File: src/rtl/tsod_defines.svh
// Object indices, field positions, signatures and reset values.
// Assumes inclusion by bare name from the package and the top module.
`ifndef TSOD_DEFINES_SVH
`define TSOD_DEFINES_SVH

`define TSOD_IDX_DEV_TYPE 16'h1000
`define TSOD_IDX_FAULT_FLAGS 16'h1001
`define TSOD_IDX_FAULT_HIST 16'h1003
`define TSOD_IDX_SYNC_ID 16'h1005
`define TSOD_IDX_GUARD 16'h100c
`define TSOD_IDX_LIFE 16'h100d
`define TSOD_IDX_STORE 16'h1010
`define TSOD_IDX_RESTORE 16'h1011
`define TSOD_IDX_POS_LONG 16'h6010
`define TSOD_IDX_OP_LONG 16'h6011
`define TSOD_IDX_OFS_LONG 16'h6012
`define TSOD_IDX_POS_TRANS 16'h6020
`define TSOD_IDX_OP_TRANS 16'h6021
`define TSOD_IDX_OFS_TRANS 16'h6022

`define TSOD_SUB_ZERO 8'h00
`define TSOD_SUB_FIRST 8'h01
`define TSOD_SUB_ALL 8'h01
`define TSOD_SUB_COMM 8'h02
`define TSOD_SUB_APP 8'h03
`define TSOD_SUB_MFR 8'h04
`define TSOD_NV_SUB_COUNT 32'h0000_0004
`define TSOD_NV_SUB_READ 32'h0000_0001

`define TSOD_SIG_SAVE 32'h6576_6173
`define TSOD_SIG_LOAD 32'h6461_6f6c

`define TSOD_OP_INV_BIT 0
`define TSOD_OP_SCALE_BIT 1
`define TSOD_FAULT_GENERIC_BIT 0
`define TSOD_INV_BASE 17'h1_0000
`define TSOD_SYNC_ID_RST 32'h0000_0080
`define TSOD_SYNC_ID_W 11

`define TSOD_GRP_COMM 3'b001
`define TSOD_GRP_APP 3'b010
`define TSOD_GRP_MFR 3'b100
`define TSOD_GRP_ALL 3'b111
`define TSOD_GRP_NONE 3'b000

`define TSOD_ABT_NO_OBJ 32'h0602_0000
`define TSOD_ABT_NO_SUB 32'h0609_0011
`define TSOD_ABT_RO 32'h0601_0002
`define TSOD_ABT_WO 32'h0601_0001
`define TSOD_ABT_SIG 32'h0800_0020
`define TSOD_ABT_VALUE 32'h0609_0030

`endif

File: src/rtl/tsod_pkg.sv
// Carrier types of the object dictionary block.
// Assumes the defines header is on the include path.
`include "tsod_defines.svh"

package tsod_pkg;

    typedef struct packed {
        logic valid;
        logic write;
        logic [15:0] index;
        logic [7:0] sub;
        logic [31:0] data;
    } tsod_req_type;

    typedef struct packed {
        logic valid;
        logic abort;
        logic [31:0] data;
    } tsod_rsp_type;

    typedef struct packed {
        logic [15:0] info;
        logic [15:0] code;
    } tsod_fault_type;

    typedef struct packed {
        logic store;
        logic restore;
        logic [2:0] groups;
        logic preset;
        logic app_first;
        logic keep_link;
    } tsod_nv_type;

endpackage

File: src/rtl/tsod_top.sv
// Object dictionary of the inclination sensor: transform, fault log,
// sync reply, guarding figures and signature-protected store/restore.
// Assumes the CAN stack delivers one dictionary request per cycle at most.
`timescale 1ns/1ps
`include "tsod_defines.svh"

module tsod_top
    import tsod_pkg::*;
#(
    parameter int LOG_DEPTH = 8,
    // Arbitrary values
    parameter logic [15:0] DEV_PROFILE = 16'h0123,
    parameter logic [15:0] DEV_EXTRA = 16'h0004
) (
    input wire logic CLK,
    input wire logic RST_N,
    input tsod_req_type REQ,
    output tsod_rsp_type RSP,
    input wire logic [15:0] POS_LONG,
    input wire logic [15:0] POS_TRANS,
    input wire logic FAULT_ACTIVE,
    input wire logic FAULT_EVENT,
    input tsod_fault_type FAULT_ENTRY,
    input wire logic NMT_OPERATIONAL,
    input wire logic SYNC_VALID,
    input wire logic [10:0] SYNC_ID,
    output logic PDO_SEND,
    output logic [31:0] PDO_DATA,
    output logic [15:0] TILT_LONGITUDINAL_16BIT,
    output logic [15:0] TILT_TRANSVERSE_16BIT,
    output logic [31:0] TILT_LONGITUDINAL_32BIT,
    output logic [31:0] TILT_TRANSVERSE_32BIT,
    output logic [23:0] LIFE_TIME_MS,
    output tsod_nv_type NV_CMD,
    output logic [2:0] NV_RESTORE_PENDING
);

    // Depth is counted in an 8-bit sub-index
    if (LOG_DEPTH < 1 || LOG_DEPTH > 254) begin
        $error("LOG_DEPTH out of range");
    end

    localparam logic [7:0] LOG_MAX = 8'(LOG_DEPTH);
    localparam int IDX_W = (LOG_DEPTH > 1) ? $clog2(LOG_DEPTH) : 1;

    logic [7:0] op_long_ff, op_trans_ff;
    logic [15:0] ofs_long_ff, ofs_trans_ff;
    logic [15:0] tilt_long_ff, tilt_trans_ff;
    logic [31:0] sync_id_ff;
    logic [15:0] guard_ff;
    logic [7:0] life_ff;
    logic [23:0] life_ms_ff;
    logic [7:0] fault_flags_ff;
    logic [31:0] log_ff [LOG_DEPTH];
    logic [7:0] log_cnt_ff;
    logic pdo_send_ff;
    logic [31:0] pdo_data_ff;
    tsod_rsp_type rsp_ff;
    tsod_nv_type nv_ff;
    logic [2:0] restore_pend_ff;

    // Decode results
    logic [31:0] rd_data;
    logic [31:0] abort_code;
    logic req_abort;
    logic wr_op_long, wr_op_trans, wr_ofs_long, wr_ofs_trans;
    logic wr_sync, wr_guard, wr_life, wr_log_clr;
    logic nv_save, nv_load;
    logic [2:0] nv_groups;

    function automatic logic [15:0] tilt_xform(input logic [15:0] pos,
                                               input logic [7:0] op,
                                               input logic [15:0] ofs);
        logic [15:0] v;
        v = pos;
        if (op[`TSOD_OP_INV_BIT]) begin
            v = 16'(`TSOD_INV_BASE - {1'b0, pos});
        end
        if (op[`TSOD_OP_SCALE_BIT]) begin
            v = 16'(v + ofs);
        end
        return v;
    endfunction

    function automatic logic [2:0] sub_to_groups(input logic [7:0] sub);
        logic [2:0] g;
        g = `TSOD_GRP_NONE;
        if (sub == `TSOD_SUB_ALL) begin
            g = `TSOD_GRP_ALL;
        end else if (sub == `TSOD_SUB_COMM) begin
            g = `TSOD_GRP_COMM;
        end else if (sub == `TSOD_SUB_APP) begin
            g = `TSOD_GRP_APP;
        end else if (sub == `TSOD_SUB_MFR) begin
            g = `TSOD_GRP_MFR;
        end
        return g;
    endfunction

    always_comb begin
        rd_data = 32'h0000_0000;
        abort_code = 32'h0000_0000;
        wr_op_long = 1'b0;
        wr_op_trans = 1'b0;
        wr_ofs_long = 1'b0;
        wr_ofs_trans = 1'b0;
        wr_sync = 1'b0;
        wr_guard = 1'b0;
        wr_life = 1'b0;
        wr_log_clr = 1'b0;
        nv_save = 1'b0;
        nv_load = 1'b0;
        nv_groups = sub_to_groups(REQ.sub);
        if (REQ.index == `TSOD_IDX_DEV_TYPE) begin
            rd_data = {DEV_EXTRA, DEV_PROFILE};
            if (REQ.write) begin
                abort_code = `TSOD_ABT_RO;
            end
        end else if (REQ.index == `TSOD_IDX_FAULT_FLAGS) begin
            rd_data = {24'h00_0000, fault_flags_ff};
            if (REQ.write) begin
                abort_code = `TSOD_ABT_RO;
            end
        end else if (REQ.index == `TSOD_IDX_FAULT_HIST) begin
            if (REQ.sub == `TSOD_SUB_ZERO) begin
                rd_data = {24'h00_0000, log_cnt_ff};
                if (REQ.write && REQ.data != 32'h0000_0000) begin
                    abort_code = `TSOD_ABT_VALUE;
                end else if (REQ.write) begin
                    wr_log_clr = 1'b1;
                end
            end else if (REQ.sub <= log_cnt_ff) begin
                rd_data = log_ff[IDX_W'(REQ.sub - `TSOD_SUB_FIRST)];
                if (REQ.write) begin
                    abort_code = `TSOD_ABT_RO;
                end
            end else begin
                abort_code = `TSOD_ABT_NO_SUB;
            end
        end else if (REQ.index == `TSOD_IDX_SYNC_ID) begin
            rd_data = sync_id_ff;
            wr_sync = REQ.write;
        end else if (REQ.index == `TSOD_IDX_GUARD) begin
            rd_data = {16'h0000, guard_ff};
            wr_guard = REQ.write;
        end else if (REQ.index == `TSOD_IDX_LIFE) begin
            rd_data = {24'h00_0000, life_ff};
            wr_life = REQ.write;
        end else if (REQ.index == `TSOD_IDX_STORE ||
                     REQ.index == `TSOD_IDX_RESTORE) begin
            if (REQ.sub == `TSOD_SUB_ZERO) begin
                rd_data = `TSOD_NV_SUB_COUNT;
                if (REQ.write) begin
                    abort_code = `TSOD_ABT_RO;
                end
            end else if (nv_groups == `TSOD_GRP_NONE) begin
                abort_code = `TSOD_ABT_NO_SUB;
            end else if (!REQ.write) begin
                rd_data = `TSOD_NV_SUB_READ;
            end else if (REQ.index == `TSOD_IDX_STORE) begin
                if (REQ.data == `TSOD_SIG_SAVE) begin
                    nv_save = 1'b1;
                end else begin
                    abort_code = `TSOD_ABT_SIG;
                end
            end else begin
                if (REQ.data == `TSOD_SIG_LOAD) begin
                    nv_load = 1'b1;
                end else begin
                    abort_code = `TSOD_ABT_SIG;
                end
            end
        end else if (REQ.index == `TSOD_IDX_POS_LONG) begin
            rd_data = {16'h0000, tilt_long_ff};
            if (REQ.write) begin
                abort_code = `TSOD_ABT_RO;
            end
        end else if (REQ.index == `TSOD_IDX_POS_TRANS) begin
            rd_data = {16'h0000, tilt_trans_ff};
            if (REQ.write) begin
                abort_code = `TSOD_ABT_RO;
            end
        end else if (REQ.index == `TSOD_IDX_OP_LONG) begin
            rd_data = {24'h00_0000, op_long_ff};
            wr_op_long = REQ.write;
        end else if (REQ.index == `TSOD_IDX_OP_TRANS) begin
            rd_data = {24'h00_0000, op_trans_ff};
            wr_op_trans = REQ.write;
        end else if (REQ.index == `TSOD_IDX_OFS_LONG) begin
            rd_data = {16'h0000, ofs_long_ff};
            wr_ofs_long = REQ.write;
        end else if (REQ.index == `TSOD_IDX_OFS_TRANS) begin
            rd_data = {16'h0000, ofs_trans_ff};
            wr_ofs_trans = REQ.write;
        end else begin
            abort_code = `TSOD_ABT_NO_OBJ;
        end
        req_abort = (abort_code != 32'h0000_0000);
    end

    // Answer one cycle after every request
    always_ff @(posedge CLK) begin
        if (!RST_N) begin
            rsp_ff <= '0;
        end else begin
            rsp_ff.valid <= REQ.valid;
            rsp_ff.abort <= REQ.valid && req_abort;
            rsp_ff.data <= req_abort ? abort_code : rd_data;
        end
    end

    // Configuration objects
    always_ff @(posedge CLK) begin
        if (!RST_N) begin
            op_long_ff <= 8'h00;
            op_trans_ff <= 8'h00;
            ofs_long_ff <= 16'h0000;
            ofs_trans_ff <= 16'h0000;
            sync_id_ff <= `TSOD_SYNC_ID_RST;
            guard_ff <= 16'h0000;
            life_ff <= 8'h00;
        end else if (REQ.valid) begin
            if (wr_op_long) begin
                op_long_ff <= REQ.data[7:0];
            end
            if (wr_op_trans) begin
                op_trans_ff <= REQ.data[7:0];
            end
            if (wr_ofs_long) begin
                ofs_long_ff <= REQ.data[15:0];
            end
            if (wr_ofs_trans) begin
                ofs_trans_ff <= REQ.data[15:0];
            end
            if (wr_sync) begin
                sync_id_ff <= REQ.data;
            end
            if (wr_guard) begin
                guard_ff <= REQ.data[15:0];
            end
            if (wr_life) begin
                life_ff <= REQ.data[7:0];
            end
        end
    end

    // Position transform, each axis with its own selection
    always_ff @(posedge CLK) begin
        if (!RST_N) begin
            tilt_long_ff <= 16'h0000;
            tilt_trans_ff <= 16'h0000;
        end else begin
            tilt_long_ff <= tilt_xform(POS_LONG, op_long_ff, ofs_long_ff);
            tilt_trans_ff <= tilt_xform(POS_TRANS, op_trans_ff,
                                        ofs_trans_ff);
        end
    end

    always_ff @(posedge CLK) begin
        if (!RST_N) begin
            life_ms_ff <= 24'h00_0000;
        end else begin
            life_ms_ff <= 24'(life_ff) * 24'(guard_ff);
        end
    end

    always_ff @(posedge CLK) begin
        if (!RST_N) begin
            fault_flags_ff <= 8'h00;
        end else begin
            fault_flags_ff <= 8'h00;
            fault_flags_ff[`TSOD_FAULT_GENERIC_BIT] <= FAULT_ACTIVE;
        end
    end

    // Newest entry at slot 0; a new error beats a same-cycle clear
    always_ff @(posedge CLK) begin
        if (!RST_N) begin
            log_cnt_ff <= 8'h00;
            for (int i = 0; i < LOG_DEPTH; i++) begin
                log_ff[i] <= 32'h0000_0000;
            end
        end else if (FAULT_EVENT) begin
            log_ff[0] <= {FAULT_ENTRY.info, FAULT_ENTRY.code};
            for (int i = 1; i < LOG_DEPTH; i++) begin
                log_ff[i] <= log_ff[i-1];
            end
            if (REQ.valid && wr_log_clr) begin
                log_cnt_ff <= 8'h01;
            end else if (log_cnt_ff < LOG_MAX) begin
                log_cnt_ff <= 8'(log_cnt_ff + 8'h01);
            end
        end else if (REQ.valid && wr_log_clr) begin
            log_cnt_ff <= 8'h00;
        end
    end

    always_ff @(posedge CLK) begin
        if (!RST_N) begin
            pdo_send_ff <= 1'b0;
            pdo_data_ff <= 32'h0000_0000;
        end else begin
            pdo_send_ff <= SYNC_VALID && NMT_OPERATIONAL &&
                (SYNC_ID == sync_id_ff[`TSOD_SYNC_ID_W-1:0]);
            pdo_data_ff <= {tilt_trans_ff, tilt_long_ff};
        end
    end

    // Store/restore commands to the memory controller
    always_ff @(posedge CLK) begin
        if (!RST_N) begin
            nv_ff <= '0;
        end else begin
            nv_ff.store <= REQ.valid && nv_save;
            nv_ff.restore <= REQ.valid && nv_load;
            nv_ff.groups <= nv_groups;
            nv_ff.preset <= nv_groups[1];
            nv_ff.app_first <= 1'b1;
            nv_ff.keep_link <= 1'b1;
        end
    end

    // Defaults are only scheduled; the next power-up applies them
    always_ff @(posedge CLK) begin
        if (!RST_N) begin
            restore_pend_ff <= `TSOD_GRP_NONE;
        end else if (REQ.valid && nv_load) begin
            restore_pend_ff <= restore_pend_ff | nv_groups;
        end
    end

    assign RSP = rsp_ff;
    assign PDO_SEND = pdo_send_ff;
    assign PDO_DATA = pdo_data_ff;
    assign TILT_LONGITUDINAL_16BIT = tilt_long_ff;
    assign TILT_TRANSVERSE_16BIT = tilt_trans_ff;
    // Sign-extended copies; no decimal scaling
    assign TILT_LONGITUDINAL_32BIT = {{16{tilt_long_ff[15]}}, tilt_long_ff};
    assign TILT_TRANSVERSE_32BIT = {{16{tilt_trans_ff[15]}}, tilt_trans_ff};
    assign LIFE_TIME_MS = life_ms_ff;
    assign NV_CMD = nv_ff;
    assign NV_RESTORE_PENDING = restore_pend_ff;
endmodule

File: config.mk
export PLATFORM = sky130hd
export DESIGN_NAME = tsod_top
export DESIGN_NICKNAME = d
export VERILOG_FILES = /design/src/rtl/tsod_pkg.sv /design/src/rtl/tsod_top.sv
export VERILOG_INCLUDE_DIRS = /design/src /design/src/rtl
export SDC_FILE = /design/constraint.sdc
export NUM_CORES = 1
export LEC_CHECK = 0
export ABC_AREA = 1
export BUFFER_PORTS_ARGS = -buffer_cell sky130_fd_sc_hd__buf_2
export CAP_MARGIN = 20
export CORE_MARGIN = 2
export CORE_UTILIZATION = 54
export DETAILED_ROUTE_END_ITERATION = 6
export GPL_TIMING_DRIVEN = 0
export PLACE_DENSITY_LB_ADDON = 0.1
export SYNTH_ARGS = -nofsm -noshare
export SYNTH_HDL_FRONTEND = slang
export SYNTH_SLANG_ARGS = --single-unit
export TNS_END_PERCENT = 30
File: constraint.sdc
create_clock -name CLK -period 4.9 [get_ports CLK]
set_input_delay 0.98 -clock CLK [delete_from_list [all_inputs] [get_ports CLK]]
set_output_delay 0.98 -clock CLK [all_outputs]
set_load 0.005 [all_outputs]
Word level (Yosys, flattened, before mapping)

Memories as Yosys holds them, arrays and structs flattened.
Cells that the tools add are included.

Multipliers: 1
Reduce and logical (&&, ||, !) cells: 22
Eq/ne operators: 21
Bitwise logic cells: 9
$lt $le $gt $ge: 2
Muxes and demuxes: 160
$add $sub $neg: 6

Operator list:

| operator                                                   | number |
|---|---|
| two-way mux 32 bit                                         | 32 |
| two-way mux 16 bit                                         | 12 |
| two-way mux 27 bit                                         | 7 |
| == test 16 x 13 -> 1 bit, second input constant            | 8 |
| two-way mux 1 bit                                          | 97 |
| == test 16 x 15 -> 1 bit, second input constant            | 6 |
| == test 32 x 31 -> 1 bit, second input constant            | 2 |
| nonzero test 32 bit                                        | 2 |
| two-way mux 28 bit                                         | 2 |
| adder 16 bit                                               | 2 |
| two-way mux 8 bit                                          | 4 |
| subtractor 1 x 16 -> 16 bit, first input constant          | 2 |
| multiplier 8 x 16 -> 24 bit                                | 1 |
| == test 8 x 2 -> 1 bit, second input constant              | 2 |
| AND reduction 2 bit                                        | 8 |
| two-way mux 3 bit                                          | 5 |
| == test 11 bit                                             | 1 |
| adder 8 x 1 -> 8 bit, second input constant                | 1 |
| == test 8 x 1 -> 1 bit, second input constant              | 1 |
| == test 8 x 3 -> 1 bit, second input constant              | 1 |
| less-or-equal comparator 8 bit                             | 1 |
| zero test 8 bit                                            | 1 |
| less-than comparator 8 x 4 -> 1 bit, second input constant | 1 |
| bitwise OR 1 bit                                           | 8 |
| 7 further kinds                                            | 14 |

Logic and storage cells: 247
Register bits: 254
Memories: 1
Bits of input ports: 139
Bits in writable memories: 256

Memory list:

| name   | depth | bits a word | rd ports | clocked after memory_dff | write ports | line           | RTL |
|---|---|---|---|---|---|---|---|
| log_ff | 8     | 32          | 8        | 0                        | 8           | tsod_top.sv:54 | `logic [31:0] log_ff [LOG_DEPTH];` |

Longest topological paths before layout

Word-level depth: 17
Depth in mapped cells: 23
Mapped depth without buffers: 21

Least setup slack after synthesis

No wires, ideal clock.

Path kind: input -> register
Start point: in RST_N
End point: mem log_ff[0][0] (enable)
Path slack: -0.059 ns
Buffers on the path: 1
Arrival time: 4.448 ns
Required time: 4.389 ns
Stages on the path: 3
Cells stage by stage: inv_1 clkbuf_1 or2_2

RTL lines:

| what        | line           | RTL |
|---|---|---|
| from (decl) | tsod_top.sv:16 | `input wire logic RST_N,` |
| to (decl)   | tsod_top.sv:54 |  |

Final worst setup path

Start point: reg life_ff[7]
End point: reg life_ms_ff[20] (netlist: LIFE_TIME_MS[20])

Cells in the longest elaborated chain, start to end: 1

Ends and longest elaborated chain:

| what                        | line            | RTL |
|---|---|---|
| from (decl)                 | tsod_top.sv:51  | `logic [7:0] life_ff;` |
| from (signal assigned)      | tsod_top.sv:242 | `life_ff <= REQ.data[7:0];` |
| multiplier 8 x 16 -> 24 bit | tsod_top.sv:263 | `life_ms_ff <= 24'(life_ff) * 24'(guard_ff);` |
| to (signal assigned)        | tsod_top.sv:263 |  |
| to (decl)                   | tsod_top.sv:52  | `logic [23:0] life_ms_ff;` |

No other way between the ends.
A chain may end at the register's enable or synchronous reset.

==> reports/metrics.yaml <==
pwr:
  clkPwrFrac: 0.437
  p_int_w: 0.00744
  pwr-share-seq: 0.469
  power.leakage_nw: 16.8
  sw_frac_of_total: 0.256
  power_density_nw_per_um2: 298
  peakVddDrop_mv: 0.287
  p_comb_frac: 0.094
  power_switching_w: 0.00257
clock_network:
  cts_sinks: 501
  cts_tree: "yes"
  cts_buffers: 55
  htree_levels: 2
  cts_root_buf: "clkbuf_16"
  clk_pin_slew_ns: 0.06
  hold_buffers: 0
  cts_buffer_depth: 3
  insertion_delay_ns: 0.65
routing:
  drt_first_pass_iters: 6
  vias: 25866
  route.detailed.drc: 0
  ant_nets: 0
  viasPerCell: 5.44
  drt_iter0_markers: 2677
  wirelength_um: 94200
  wire_per_inst_um: 19.8
grt:
  grtUsageMet1: 0.426
  met2_usage: 0.558
  grt_antenna_before_repair: 7
  grt_busiest_layer: "met2"
  globalRouteOverflowTotal: 0
  met3_usage: 0.0515
  grt_max_degree: 64
  grt_pass1_wl_um: 142000
  first_global_vias: 24146
  grt_usage: 0.335
yosys:
  ys.flop_type: "edfxtp_1"
  synth_enable_flop_cells: 256
  yosysTopAreaCellShare: 0.265
  synthTopCellsByCount: "inv_1, nand2_1, nor2_1"
  synthTopCellsByArea: "edfxtp_1, dfxtp_1, inv_1"
  yosysMostFrequentCell: "inv_1"
  synth.largest_area_cell: "edfxtp_1"
  syn_nets: 3958
  avgSynthCellArea_um2: 7.96
  synth_area_um2: 29000
  ys_types: 54
  yosys_register_bits: 501
  ys_seq_area_frac: 0.434
  yosys_warnings: 0
  synthCells: 3644
  async_reset_ff_frac: 0
critical_path:
  worst_ep_required_time_ns: 5.46
  crit_path_end_kind: "flop"
  startpoint: "life_ff[7]"
  worstPathMaxFanout: 10
  crit_end: "LIFE_TIME_MS[20]"
  cp_data_arrival_time_ns: 5.20
  rr_worst_depth: 20
  critical_path_class: "reg -> reg"
  r2r-end: "LIFE_TIME_MS[20]"
  start_kind: "flop"
  timing.rr.start: "life_ff[7]"
  rrSetupSlack_ns: 0.27
status:
  status: "complete, no violations"
worst_hold_path:
  worstHoldPathType: "reg -> reg"
final_layout:
  layout-drive-gt1-share: 0.149
  multi_input_area_um2: 12700
  final_nets: 4330
  seqCellArea_um2: 12600
  fin_cells: 4753
  fill_cells: 4689
  syn2layout_area_growth_pct: 15.7
die:
  dieArea_um2: 55600
  start_util: 0.549
  core-area_um2: 52900
  die_x_um: 236
  ios: 337
  die_h_um: 236
  core.rowCount: 84
job:
  cap_violations: 0
sta:
  setup_viol: 0
  hold_slack_ns: 0.451
  drv_slew: 0
  timing.fmax_mhz: 216
  skew_ns: 0.0391
  finalHoldViolCount: 0
  min_period_over_period: 0.945
  fin_crit_ns: 4.63
  fin_setup_tns_ns: 0
  tightest_slew_ns: 1.12
  slew_headroom: 0.243
placement:
  hpwl_um: 72500
  port_buffers: 334
  dp.cells: 4670
  gp_congestion: 1.02
-- power groups by stage --
| stage | clock network [W] | logic [W] | registers [W] |
|---|---|---|---|
| finish | 0.00437 | 0.000944 | 0.00469 |
| global route | 0.00456 | 0.00103 | 0.00471 |
| CTS | 0.00440 | 0.000927 | 0.00469 |
| detailed placement | 0 | 0.000922 | 0.00478 |
| global placement | 0 | 0.000900 | 0.00478 |
| floorplan | 0 | 0.000523 | 0.00475 |
-- flip-flops by register name, indices dropped and copies added (netlist names), 3 cells and up --
register and count:
RSP 34, sync_id_ff 32, ofs_trans_ff 16, LIFE_TIME_MS 24, op_trans_ff 8, log_cnt_ff 8, TILT_LONGITUDINAL_16BIT 16, guard_ff 16
PDO_DATA 32, NV_RESTORE_PENDING 3, TILT_TRANSVERSE_16BIT 16, life_ff 8, op_long_ff 8, log_ff 256, ofs_long_ff 16, NV_CMD 6
-- what timing repair did --
item	in CTS	in global routing
setup endpoints to repair	14	15
resized for setup	16	37
setup buffers	0	0
-- per-layer routing --
| metal | up-vias | share of wire |
|---|---|---|
| li1 | 12378 | - |
| met1 | 11984 | 0.39 |
| met2 | 1231 | 0.48 |
| met3 | 269 | 0.081 |
| met4 | 4 | 0.052 |
| met5 | - | 0.00017 |
-- cell type report --
cell class	instances	share of cell area
Clock inverter	25	0.0101
Antenna cell	3	0.000223
Clock buffer	78	0.0462
Sequential cell	501	0.375
Inverter	694	0.0776
Buffer	218	0.0337
Tap cell	688	0.0256
Timing Repair Buffer	340	0.0538
Multi-Input combinational cell	2206	0.377
-- worst min path at each step --
stage                                startpoint               endpoint  slack [ns]  cells past startpoint
final                     NV_RESTORE_PENDING[1]  NV_RESTORE_PENDING[1]        0.45                      2
after global routing      NV_RESTORE_PENDING[0]  NV_RESTORE_PENDING[0]        0.49                      2
after CTS                 NV_RESTORE_PENDING[0]  NV_RESTORE_PENDING[0]        0.45                      2
after detailed placement  NV_RESTORE_PENDING[0]  NV_RESTORE_PENDING[0]        0.44                      2
after global placement    NV_RESTORE_PENDING[0]  NV_RESTORE_PENDING[0]        0.43                      2
after floorplan                  op_trans_ff[4]         op_trans_ff[4]        0.43                      2
-- kinds of logic (layout without fill, tap and decap cells) --
| group | count (synthesis) | count (layout) | synth area share |
|---|---|---|---|
| flops | 501 | 501 | 0.434 |
| buf+inv | 937 | 1355 | 0.131 |
| fa+ha+maj | 175 | 175 | 0.0977 |
| xor+xnor | 60 | 60 | 0.0181 |
| other cells | 0 | 3 | 0 |
| simple gates | 1206 | 1206 | 0.174 |
| compound gates | 765 | 765 | 0.145 |
-- through the flow --
step           power (W)  instance area, um^2  setup WS, ns  utilization
6_report          0.0100                33600         0.267        0.635
2_1_floorplan    0.00527                29000         0.284            -
3_5_place_dp     0.00570                31700        -0.636        0.599
3_3_place_gp     0.00568                31600        -0.627        0.597
5_1_grt           0.0103                33600       -0.0122        0.635
4_1_cts           0.0100                33600       0.00114        0.635
-- cell usage in the layout (no fill, tap or decap), types with 9 or more instances in the layout --
| master | n |
|---|---|
| o21ai_1 | 9 |
| nand2_1 | 554 |
| nand3_1 | 95 |
| a21oi_1 | 298 |
| clkinv_2 | 10 |
| nand4_1 | 35 |
| nand2_2 | 11 |
| clkbuf_1 | 133 |
| nor2_1 | 447 |
| dfxtp_1 | 235 |
| a31oi_1 | 12 |
| nor3_1 | 20 |
| o21ai_0 | 318 |
| nand3_2 | 9 |
| xnor2_1 | 22 |
| xor2_1 | 38 |
| clkbuf_8 | 9 |
| fa_1 | 86 |
| buf_4 | 69 |
| buf_2 | 346 |
| o221ai_1 | 19 |
| o211ai_1 | 34 |
| a21oi_2 | 9 |
| a32o_1 | 9 |
| inv_1 | 674 |
| a211oi_1 | 14 |
| clkbuf_16 | 55 |
| o22ai_1 | 9 |
| edfxtp_1 | 256 |
| inv_2 | 19 |
| ha_1 | 89 |
-- worst max-delay path, cell delays in order, from the launching register on --
cell      delay, ns
dfxtp_2        0.46
clkbuf_4       0.27
nand2_1        0.09
fa_1           0.46
fa_1           0.52
inv_1          0.07
fa_1           0.48
inv_1          0.05
fa_1           0.47
inv_1          0.04
ha_1           0.35
nand2_1        0.12
o21ai_0        0.17
nor2_1         0.10
o21ai_2        0.24
a21oi_4        0.11
o21ai_1        0.22
nand2_1        0.11
nand2_1        0.07
nand2_1        0.05
a21oi_1        0.10
No activity file was read; power rests on OpenSTA's default activity.
